<file path="config.mk">
export PLATFORM = sky130hd
export DESIGN_NAME = hdsc_halt_ctrl
export DESIGN_NICKNAME = d
export VERILOG_FILES = /design/src/hdsc_sync.v /design/src/hdsc_halt_ctrl.v
export VERILOG_INCLUDE_DIRS = /design/src
export SDC_FILE = /design/constraint.sdc
export NUM_CORES = 1
export LEC_CHECK = 0
export ABC_AREA = 1
export BUFFER_PORTS_ARGS = -buffer_cell sky130_fd_sc_hd__buf_2
export CORE_UTILIZATION = 43
export DETAILED_ROUTE_END_ITERATION = 10
export HOLD_SLACK_MARGIN = 0.1
export PLACE_DENSITY = 0.77
export SYNTH_ARGS = -nofsm -noshare
export SYNTH_HDL_FRONTEND = slang
export SYNTH_SLANG_ARGS = --single-unit
</file>
<file path="constraint.sdc">
create_clock -name clk -period 1.19 [get_ports clk]
set_input_delay 0.119 -clock clk [delete_from_list [all_inputs] [get_ports clk]]
set_output_delay 0.119 -clock clk [all_outputs]
set_load 0.02 [all_outputs]
</file>
<file path="src/hdsc_defs.vh">
// Constants for the halt debug state control block
`ifndef HDSC_DEFS_VH
`define HDSC_DEFS_VH
`define HDSC_MODE_USR 5'h10
`define HDSC_MODE_MON 5'h16
`define HDSC_WATCHPOINT_FAULT_ADDRESS_REGISTER_ARM_OFS 32'h00000008
`define HDSC_WATCHPOINT_FAULT_ADDRESS_REGISTER_NARROW_OFS 32'h00000004
`define HDSC_METHOD_W 4
`define HDSC_METHOD_RST 4'h0
`define HDSC_CLS_OTHER 3'h0
`define HDSC_CLS_DBGCP 3'h1
`define HDSC_CLS_BANKED 3'h2
`define HDSC_CLS_RESTR 3'h3
`define HDSC_CLS_CONFIG 3'h4
`define HDSC_CLS_SCRWR 3'h5
`define HDSC_CLS_PRIV 3'h6
`define HDSC_ST_RUN 3'h0
`define HDSC_ST_HALT 3'h1
`define HDSC_ST_EXIT 3'h2
`define HDSC_ST_DROP 3'h3
`define HDSC_ST_RESUME 3'h4
`endif

</file>
<file path="src/hdsc_sync.v">
// Two-stage synchroniser for pin inputs
`timescale 1ns/100ps
module hdsc_sync #(
    parameter WIDTH = 4
) (
    input wire clk,
    input wire rst,
    input wire [WIDTH-1:0] din,
    output reg [WIDTH-1:0] dout
);
    reg [WIDTH-1:0] stage1;

    always @(posedge clk) begin
        if (rst) begin
            stage1 <= {WIDTH{1'b0}};
            dout <= {WIDTH{1'b0}};
        end else begin
            stage1 <= din;
            dout <= stage1;
        end
    end
endmodule

</file>
<file path="src/hdsc_halt_ctrl.v">
// Halt debug state control: access checks, halted exceptions, restart
`timescale 1ns/100ps
`include "hdsc_defs.vh"
module hdsc_halt_ctrl #(
    parameter AW = 32
) (
    // Clock and reset
    input wire clk,
    input wire rst,
    // Debug enable pins
    input wire invasive_debug_enable,
    input wire secure_invasive_debug_enable,
    // Core context
    input wire [4:0] current_mode,
    input wire nonsecure_bit,
    input wire narrow_isa_state,
    input wire abort_mask,
    // Debug entry
    input wire entry_req,
    input wire [`HDSC_METHOD_W-1:0] entry_method,
    input wire entry_is_watchpoint,
    input wire [AW-1:0] watch_instr_addr,
    input wire entry_barrier_abort,
    input wire [1:0] entry_barrier_abort_type,
    // Debugger instruction issue
    input wire instr_valid,
    input wire [2:0] instr_class,
    input wire config_access_ok,
    input wire other_cp_allowed,
    // Exceptions while halted
    input wire undef_event,
    input wire precise_abort,
    input wire [AW-1:0] precise_abort_addr,
    input wire [7:0] precise_abort_status,
    input wire imprecise_abort,
    input wire debug_event,
    input wire supervisor_call,
    input wire secure_monitor_call,
    // Restart and status control
    input wire restart_req,
    input wire cross_trigger_restart,
    input wire force_ack,
    input wire sticky_clear,
    // Instruction verdict
    output reg instr_exec,
    output reg instr_undef,
    output reg instr_use_nonsecure,
    // Status bits
    output reg core_halted,
    output reg core_restarted,
    output reg sticky_undef,
    output reg sticky_precise_abort,
    output reg sticky_imprecise_abort,
    output reg [`HDSC_METHOD_W-1:0] entry_method_field,
    output reg debug_acknowledge,
    // Fault registers
    output reg [AW-1:0] watchpoint_fault_address_register,
    output reg [AW-1:0] fault_address_register,
    output reg [7:0] data_fault_status_register,
    output reg fault_write,
    // Recorded abort after exit
    output reg abort_pending,
    output reg [1:0] abort_pending_type,
    output reg abort_take,
    // Noninvasive freeze and exception handling
    output reg observe_enable,
    output reg exception_enable,
    output reg resume_pulse
);
    wire [1:0] pins;
    wire dbg_en;
    wire sdbg_en;
    reg [2:0] state;
    reg [2:0] next_state;
    reg halted;
    reg ok;
    reg undef;
    reg use_ns;
    wire is_user;
    wire is_mon;
    wire secure;
    wire both_en;
    wire priv_mode_ok;
    wire go;
    wire in_run;
    wire enter_now;

    hdsc_sync #(.WIDTH(2)) u_sync (
        .clk(clk),
        .rst(rst),
        .din({invasive_debug_enable, secure_invasive_debug_enable}),
        .dout(pins)
    );
    assign dbg_en = pins[1];
    assign sdbg_en = pins[0];

    assign is_user = (current_mode == `HDSC_MODE_USR);
    assign is_mon = (current_mode == `HDSC_MODE_MON);
    // Monitor counts as secure whatever the nonsecure bit says
    assign secure = !nonsecure_bit || is_mon;
    assign both_en = dbg_en && sdbg_en;
    // Permission to move the mode field to a privileged mode
    assign priv_mode_ok = !is_user || both_en || !secure;
    assign go = restart_req || cross_trigger_restart;
    assign in_run = (state == `HDSC_ST_RUN);
    assign enter_now = in_run && entry_req;

    // Access decoding for debugger-issued instructions
    always @* begin
        ok = 1'b0;
        use_ns = 1'b0;
        case (instr_class)
            `HDSC_CLS_DBGCP: begin
                ok = 1'b1;
            end
            `HDSC_CLS_OTHER: begin
                ok = other_cp_allowed;
            end
            `HDSC_CLS_SCRWR: begin
                // Nonsecure non-Monitor never writes it
                ok = secure && (!is_user || both_en);
            end
            `HDSC_CLS_PRIV: begin
                ok = priv_mode_ok;
            end
            `HDSC_CLS_BANKED: begin
                if (secure) begin
                    ok = !is_user || both_en;
                    use_ns = nonsecure_bit && is_mon;
                end else begin
                    ok = 1'b1;
                    use_ns = 1'b1;
                end
            end
            `HDSC_CLS_RESTR: begin
                // Secure privilege is never granted in nonsecure state
                ok = secure && (!is_user || both_en);
            end
            `HDSC_CLS_CONFIG: begin
                if (secure) begin
                    ok = !is_user || both_en;
                end else begin
                    ok = config_access_ok;
                end
            end
            default: begin
                ok = 1'b0;
            end
        endcase
        undef = instr_valid && halted && !ok;
    end

    // Restart sequencer
    always @* begin
        next_state = state;
        case (state)
            `HDSC_ST_RUN: begin
                if (entry_req) begin
                    next_state = `HDSC_ST_HALT;
                end
            end
            `HDSC_ST_HALT: begin
                if (go) begin
                    next_state = `HDSC_ST_EXIT;
                end
            end
            `HDSC_ST_EXIT: begin
                next_state = `HDSC_ST_DROP;
            end
            `HDSC_ST_DROP: begin
                next_state = `HDSC_ST_RESUME;
            end
            `HDSC_ST_RESUME: begin
                next_state = `HDSC_ST_RUN;
            end
            default: begin
                next_state = `HDSC_ST_RUN;
            end
        endcase
    end

    // Restart sequencer and halt status
    always @(posedge clk) begin
        // System reset leaves debug state like any reset
        if (rst) begin
            state <= `HDSC_ST_RUN;
            halted <= 1'b0;
            core_halted <= 1'b0;
            core_restarted <= 1'b1;
            resume_pulse <= 1'b0;
        end else begin
            state <= next_state;
            resume_pulse <= 1'b0;
            case (state)
                `HDSC_ST_RUN: begin
                    // Debug events, supervisor and monitor calls ignored
                    // in every state, not only while halted
                    if (entry_req) begin
                        halted <= 1'b1;
                        core_halted <= 1'b1;
                    end
                end
                `HDSC_ST_HALT: begin
                    if (go) begin
                        core_restarted <= 1'b0;
                    end
                end
                `HDSC_ST_EXIT: begin
                    halted <= 1'b0;
                end
                `HDSC_ST_DROP: begin
                    core_halted <= 1'b0;
                end
                `HDSC_ST_RESUME: begin
                    resume_pulse <= 1'b1;
                    core_restarted <= 1'b1;
                end
                default: begin
                    halted <= 1'b0;
                end
            endcase
        end
    end

    // Acknowledge: high in debug state or while forced
    always @(posedge clk) begin
        if (rst) begin
            debug_acknowledge <= 1'b0;
        end else if (force_ack) begin
            debug_acknowledge <= 1'b1;
        end else if (enter_now) begin
            debug_acknowledge <= 1'b1;
        end else if (in_run || state == `HDSC_ST_DROP) begin
            debug_acknowledge <= 1'b0;
        end
    end

    // Observation and exception vectoring frozen while halted
    always @(posedge clk) begin
        if (rst) begin
            observe_enable <= 1'b1;
            exception_enable <= 1'b1;
        end else if (enter_now) begin
            observe_enable <= 1'b0;
            exception_enable <= 1'b0;
        end else if (state == `HDSC_ST_DROP) begin
            observe_enable <= 1'b1;
            exception_enable <= 1'b1;
        end
    end

    // Entry cause loaded once per entry, watchpoint address once per watchpoint entry
    always @(posedge clk) begin
        if (rst) begin
            entry_method_field <= `HDSC_METHOD_RST;
            watchpoint_fault_address_register <= {AW{1'b0}};
        end else if (enter_now) begin
            entry_method_field <= entry_method;
            if (entry_is_watchpoint) begin
                if (narrow_isa_state) begin
                    watchpoint_fault_address_register <=
                        watch_instr_addr + `HDSC_WATCHPOINT_FAULT_ADDRESS_REGISTER_NARROW_OFS;
                end else begin
                    watchpoint_fault_address_register <=
                        watch_instr_addr + `HDSC_WATCHPOINT_FAULT_ADDRESS_REGISTER_ARM_OFS;
                end
            end
        end
    end

    // Application abort recorded at entry, acted on after exit
    always @(posedge clk) begin
        if (rst) begin
            abort_pending <= 1'b0;
            abort_pending_type <= 2'h0;
            abort_take <= 1'b0;
        end else begin
            abort_take <= 1'b0;
            if (enter_now) begin
                // Same-access imprecise abort is held for later
                if (entry_barrier_abort ||
                        (entry_is_watchpoint && imprecise_abort)) begin
                    abort_pending <= 1'b1;
                    abort_pending_type <= entry_barrier_abort_type;
                end
            end else if (in_run && abort_pending && !abort_mask) begin
                abort_take <= 1'b1;
                abort_pending <= 1'b0;
            end
        end
    end

    // Registered verdict for each debugger instruction
    always @(posedge clk) begin
        if (rst) begin
            instr_exec <= 1'b0;
            instr_undef <= 1'b0;
            instr_use_nonsecure <= 1'b0;
        end else begin
            instr_exec <= instr_valid && halted && ok;
            instr_undef <= undef;
            instr_use_nonsecure <= use_ns;
        end
    end

    // Sticky flags: software clear, any set in the same cycle wins
    always @(posedge clk) begin
        if (rst) begin
            sticky_undef <= 1'b0;
            sticky_precise_abort <= 1'b0;
            sticky_imprecise_abort <= 1'b0;
        end else begin
            if (sticky_clear) begin
                sticky_undef <= 1'b0;
                sticky_precise_abort <= 1'b0;
                sticky_imprecise_abort <= 1'b0;
            end
            if (halted && (undef || undef_event)) begin
                sticky_undef <= 1'b1;
            end
            if (halted && precise_abort) begin
                sticky_precise_abort <= 1'b1;
            end
            if (halted && imprecise_abort) begin
                // Discarded; recorded application abort kept
                sticky_imprecise_abort <= 1'b1;
            end
        end
    end

    // Fault registers follow a precise abort as in normal state
    always @(posedge clk) begin
        if (rst) begin
            fault_address_register <= {AW{1'b0}};
            data_fault_status_register <= 8'h00;
            fault_write <= 1'b0;
        end else begin
            fault_write <= 1'b0;
            if (halted && precise_abort) begin
                fault_address_register <= precise_abort_addr;
                data_fault_status_register <= precise_abort_status;
                fault_write <= 1'b1;
            end
        end
    end
endmodule

</file>
Word-level counts from Yosys, hierarchy flattened

Index checks and enable logic that the tools add are counted.

Add/subtract/negate cells: 2
Equal/unequal tests: 15
Multiplexer cells: 28
Bitwise gates (word level): 2
Reductions and logical operators: 46

Operators by type and width:

| kind                  | number |
|---|---|
| $add 32x3->32 const B | 1 |
| $add 32x4->32 const B | 1 |
| $mux 32               | 1 |
| $mux 1                | 20 |
| $reduce_and 2->1      | 7 |
| $reduce_bool 2->1     | 7 |
| $logic_and 1x1->1     | 13 |
| $eq 3x2->1 const B    | 4 |
| $eq 3x3->1 const B    | 4 |
| $pmux 3 s4            | 1 |
| $eq 5x5->1 const B    | 2 |
| $logic_or 1x1->1      | 7 |
| $eq 3x1->1 const B    | 2 |
| $logic_not 3->1       | 2 |
| $mux 3                | 2 |
| $pmux 1 s2            | 3 |
| $pmux 1 s6            | 1 |
| $reduce_or 2->1       | 3 |
| $logic_not 1->1       | 5 |
| $ne 2x2->1 const B    | 2 |
| $reduce_bool 3->1     | 1 |
| $reduce_or 3->1       | 1 |
| $ne 2x1->1 const B    | 1 |
| $not 1->1             | 2 |

Flip-flop bits (word level): 100
Bits of input ports: 109
Output and inout port bits: 93
Word-level logic and storage cells: 116

Logic depth before layout (Yosys ltp)

Depth in word-level cells: 10
Mapped depth: 11
Depth with buffers taken out: 11

Modules after synthesis

Synthesis repeated with hierarchy kept, for this count alone.

Cells, all modules: 628
Area total of the unflattened synthesis: 4,505.6 sq um

By module, submodules not included:

| module         | times used | cells each | area each (sq um) | seq. area each (sq um) |
|---|---|---|---|---|
| hdsc_halt_ctrl | 1          | 616        | 4,395.5           | 1,921.8 |
| hdsc_sync      | 1          | 12         | 110.1             | 80.1 |

Least setup slack after synthesis

Ideal clock, no wire load.

Path kind: register to register
Start point: register state[1]
End point: register watchpoint_fault_address_register[2]
Arrival: 1,134 ps
Data required time: 1,066 ps
Setup slack: -68 ps
Stages on the path, launching flop included: 9
Path buffers: 2
Clock period less this slack: 1,258 ps
Path through: dfxtp_1 -> nor2_2 -> inv_2 -> nor2_4 -> nand2_4 -> nor2_8 -> buf_6 -> buf_4 -> a31oi_1

Longest elaborated chain between the ends: 3

RTL lines:

| element                           | RTL line             | source |
|---|---|---|
| from (decl)                       | hdsc_halt_ctrl.v:73  | `reg [2:0] state;` |
| from (signal assigned)            | hdsc_halt_ctrl.v:186 | `` state <= `HDSC_ST_RUN; `` |
| from (signal assigned)            | hdsc_halt_ctrl.v:192 | `state <= next_state;` |
| $logic_not 3->1                   | n/a                  |  |
| $logic_and 1x1->1                 | hdsc_halt_ctrl.v:106 | `assign enter_now = in_run && entry_req;` |
| $reduce_and 2->1 (no source line) | n/a                  |  |
| to (signal assigned)              | hdsc_halt_ctrl.v:256 | `watchpoint_fault_address_register <= {AW{1'b0}};` |
| to (signal assigned)              | hdsc_halt_ctrl.v:261 | `watchpoint_fault_address_register <=` |
| to (signal assigned)              | hdsc_halt_ctrl.v:264 | `watchpoint_fault_address_register <=` |
| to (decl)                         | hdsc_halt_ctrl.v:57  | `output reg [AW-1:0] watchpoint_fault_address_register,` |

Every way passes these cells.
A chain may end at the register's enable or synchronous reset.

Worst setup path in the final report

Start point: register state[0]
End point: register watchpoint_fault_address_register[3]

The elaborated chain is that of the path after synthesis.

==> impl_results.md <==
* Outcome: finished, violations left
* Failing checks: setup timing
* Worst min path class: input port to flip-flop
* Drt initial violations at 347
* Maximum Capacitance Violations at 0
* Sequential-to-total area share from yosys stat at 44.2%
* Hold Path End: watchpoint_fault_address_register[14]$_SDFFE_PP0P_
* Sequential share of power at 47.4%
* Critical-path maximum fanout at 32
* Core area at 10300 um^2
* Max Transition Viols Final at 0
* Vias/cell at 4.83
* Endpoints failing setup at 35
* EDFF count, synth at 0
* Reg2reg path depth at 8
* Fin. Hold Viols at 0
* Synth Register Bits at 100
* Worst setup EP type: flip-flop
* N_diodes at 0
* Total Routing Usage GR at 25.9%
* Die area at 10900 um^2
* P&R area growth vs syn at 54.2%
* Initial antenna violation count at 0
* Final ANT Viol Nets at 0
* DIE HEIGHT at 105 um
* Number of CTS-inserted buffers at 9
* CP Data Required Time at 1480 ps
* Clock Skews at 11.2 ps
* Gpl congestion at 0.921
* Boundary Pins at 202
* Syn avg cell area at 7.17 um^2
* CTS tree: built
* Root buf cell: clkbuf_8
* Rel. slew slack at 82.0%
* CTS sink cnt at 100
* Yosys warns at 0
* Total number of vias at 5212
* Maximum clock insertion buffer count at 2
* Post-route DRC violation count at 0
* Unrepaired setup endpoints after global routing: yes
* Distinct cells, synth at 38
* Post-synthesis net count at 742
* CP arrival at 1580 ps
* I/O Buffers at 198
* Final WL at 14.1 mm
* Largest net degree at the start of global routing at 44
* Worst setup SP type: flip-flop
* Vias in the first global route at 4993
* Hold Path Depth at 3
* Initial DRT Pass Iterations at 5
* WHS at 117 ps
* First-pass GRT wire length at 23.0 mm
* Psw at 2.64 mW
* Slew @ Worst Pin at 267 ps
* Htree depth at 3
* Combinational share of power at 26.9%
* Row count at 37
* Layout cell share with drive strength beyond 1 at 32.7%
* Worst-Skew Late Latency at 360 ps
* Peak VDD IR at 0.585 mV
* Die X at 105 um
* Setup WS post-layout at -103 ps
* End-of-flow core utilization at 67.9%
* Post-synth ARST share at 0%
* Initial Utilization at 44.0%
* Min cycle time layout at 1290 ps
* Power Density at 1150 nW/um^2
* Gr ovfl total at 0
* Reg clk slew, reported paths at 110 ps
* Internal power at 5.36 mW
* Cells after synthesis at 631
* Reg2reg end: watchpoint_fault_address_register[3]$_SDFFE_PP0P_
* Lkg Pwr at 3.48 nW
* Critical path class: flip-flop to flip-flop
* Primary FF master, synth: dfxtp_1
* Dpl hpwl at 9.21 mm
* Period utilization at 109%
* Clock power share at 25.8%
* Worst reg2reg setup slack at -100 ps
* Design Power at 8.00 mW
* Final Net Count at 1048
* Worst r2r src: state[0]$_SDFFE_PP0P_
* Mapped Area at 4530 um^2
* Switching share of power at 33.0%
* F_max at 0.774 GHz
* Wire length per cell at 13.1 um
* Hold Crit Start: watch_instr_addr[14]
-- power by group through the flow --
stage	combinational [mW]	sequential (mW)	clock, mW
after CTS	2.06	3.77	2.13
final	2.15	3.79	2.06
after floorplan	0.763	4.18	0
after global placement	1.84	3.84	0
after detailed placement	1.87	3.85	0
after global routing	2.34	3.82	2.28
-- synth_stat cells (6+ instances only) --
| master | count | area [um^2] |
|---|---|---|
| nor3_1 | 7 | 35.0 |
| o21ai_0 | 70 | 350 |
| xor2_1 | 11 | 96.3 |
| nand2_1 | 94 | 353 |
| nand4_1 | 13 | 81.3 |
| nor2_1 | 135 | 507 |
| inv_1 | 64 | 240 |
| inv_2 | 6 | 22.5 |
| a21oi_1 | 32 | 160 |
| dfxtp_1 | 100 | 2000 |
| clkbuf_1 | 17 | 63.8 |
| nand3_1 | 24 | 120 |
-- stage by stage --
stage,instances,TNS [ps],instance area (um^2),setup WS (ps)
6_report,1078,-2490,6980,-103
5_1_grt,1078,-6140,6980,-209
4_1_cts,1076,-3130,6910,-126
3_5_place_dp,987,-2950,5990,-133
3_3_place_gp,987,-2290,5990,-107
2_1_floorplan,631,-335,4530,-33.4
-- metal layers --
metal | wire [um] | part of all wire (%) | vias up | track usage [%]
met2 | 6780 | 48 | 188 | 44.7
met1 | 6280 | 44 | 2365 | 32.2
met5 | 0 | 0 | - | 0
met4 | 328 | 2.3 | 0 | 9.26
li1 | - | - | 2629 | -
met3 | 731 | 5.2 | 30 | 4.55
-- area by class of cell --
type	count	area, um^2
fill	816	3300
multi-input combinational	435	2180
clock buffer	10	128
tap	136	170
inverter	70	265
timing repair buffer	321	2180
clock inverter	6	55.1
sequential	100	2000
-- registers in the layout (all words and copies together) (netlist names), 2 cells and up --
| register | cells |
|---|---|
| u_sync.dout | 2 |
| data_fault_status_register | 8 |
| entry_method_field | 4 |
| state | 3 |
| abort_pending_type | 2 |
| watchpoint_fault_address_register | 32 |
| fault_address_register | 32 |
| u_sync.stage1 | 2 |
-- repair_timing --
item / in CTS / in global routing
setup buffers: 0 / 2
hold buffers: 73 / 0
endpoints found under the setup margin: 39 / 45
gates resized for setup: 10 / 21
endpoints found under the hold margin: 71 / 0
-- kinds of logic after synthesis --
family	after synthesis	share of synthesized area, %
buffers and inverters	96	8.76
adder cells (fa/ha/maj)	2	0.553
AO/OA/AOI/OAI	122	14.6
XOR/XNOR	16	3.10
AND/OR/NAND/NOR	295	28.8
flip-flops	100	44.2
-- worst max-delay path, cell delays in order (launching register included) --
cell and delay [ps]:
dfxtp_2 350, nor2_4 110, inv_2 60, nor2_4 100
nand2_4 80, nor2_8 120, buf_12 180, o21ai_1 70
a31oi_1 140
-- worst max-delay path by stage --
stage	to	from
final	watchpoint_fault_address_register[3]$_SDFFE_PP0P_	state[0]$_SDFFE_PP0P_
after global routing	watchpoint_fault_address_register[4]$_SDFFE_PP0P_	state[0]$_SDFFE_PP0P_
after CTS	watchpoint_fault_address_register[7]$_SDFFE_PP0P_	state[0]$_SDFFE_PP0P_
after detailed placement	watchpoint_fault_address_register[24]$_SDFFE_PP0P_	watch_instr_addr[3]
after global placement	watchpoint_fault_address_register[30]$_SDFFE_PP0P_	state[0]$_SDFFE_PP0P_
after floorplan	watchpoint_fault_address_register[2]$_SDFFE_PP0P_	state[0]$_SDFFE_PP0P_
-- placed cells by master, fill, tap and decap left out, drive strengths merged, types with 2 or more instances in the layout --
master | netlist | layout
buf | 9 | 248
nor2 | 143 | 143
a31oi | 4 | 4
xor2 | 11 | 11
nand3b | 2 | 2
dlygate4sd3 | 0 | 73
nand3 | 26 | 26
ha | 2 | 2
o21a | 5 | 5
inv | 70 | 73
clkinvlp | 0 | 2
dfxtp | 100 | 100
nand4 | 13 | 13
nand2 | 100 | 100
o21ai | 74 | 74
xnor2 | 5 | 5
nor3 | 9 | 9
a21oi | 32 | 32
clkbuf | 17 | 10
No activity file was read; power rests on OpenSTA's default activity.
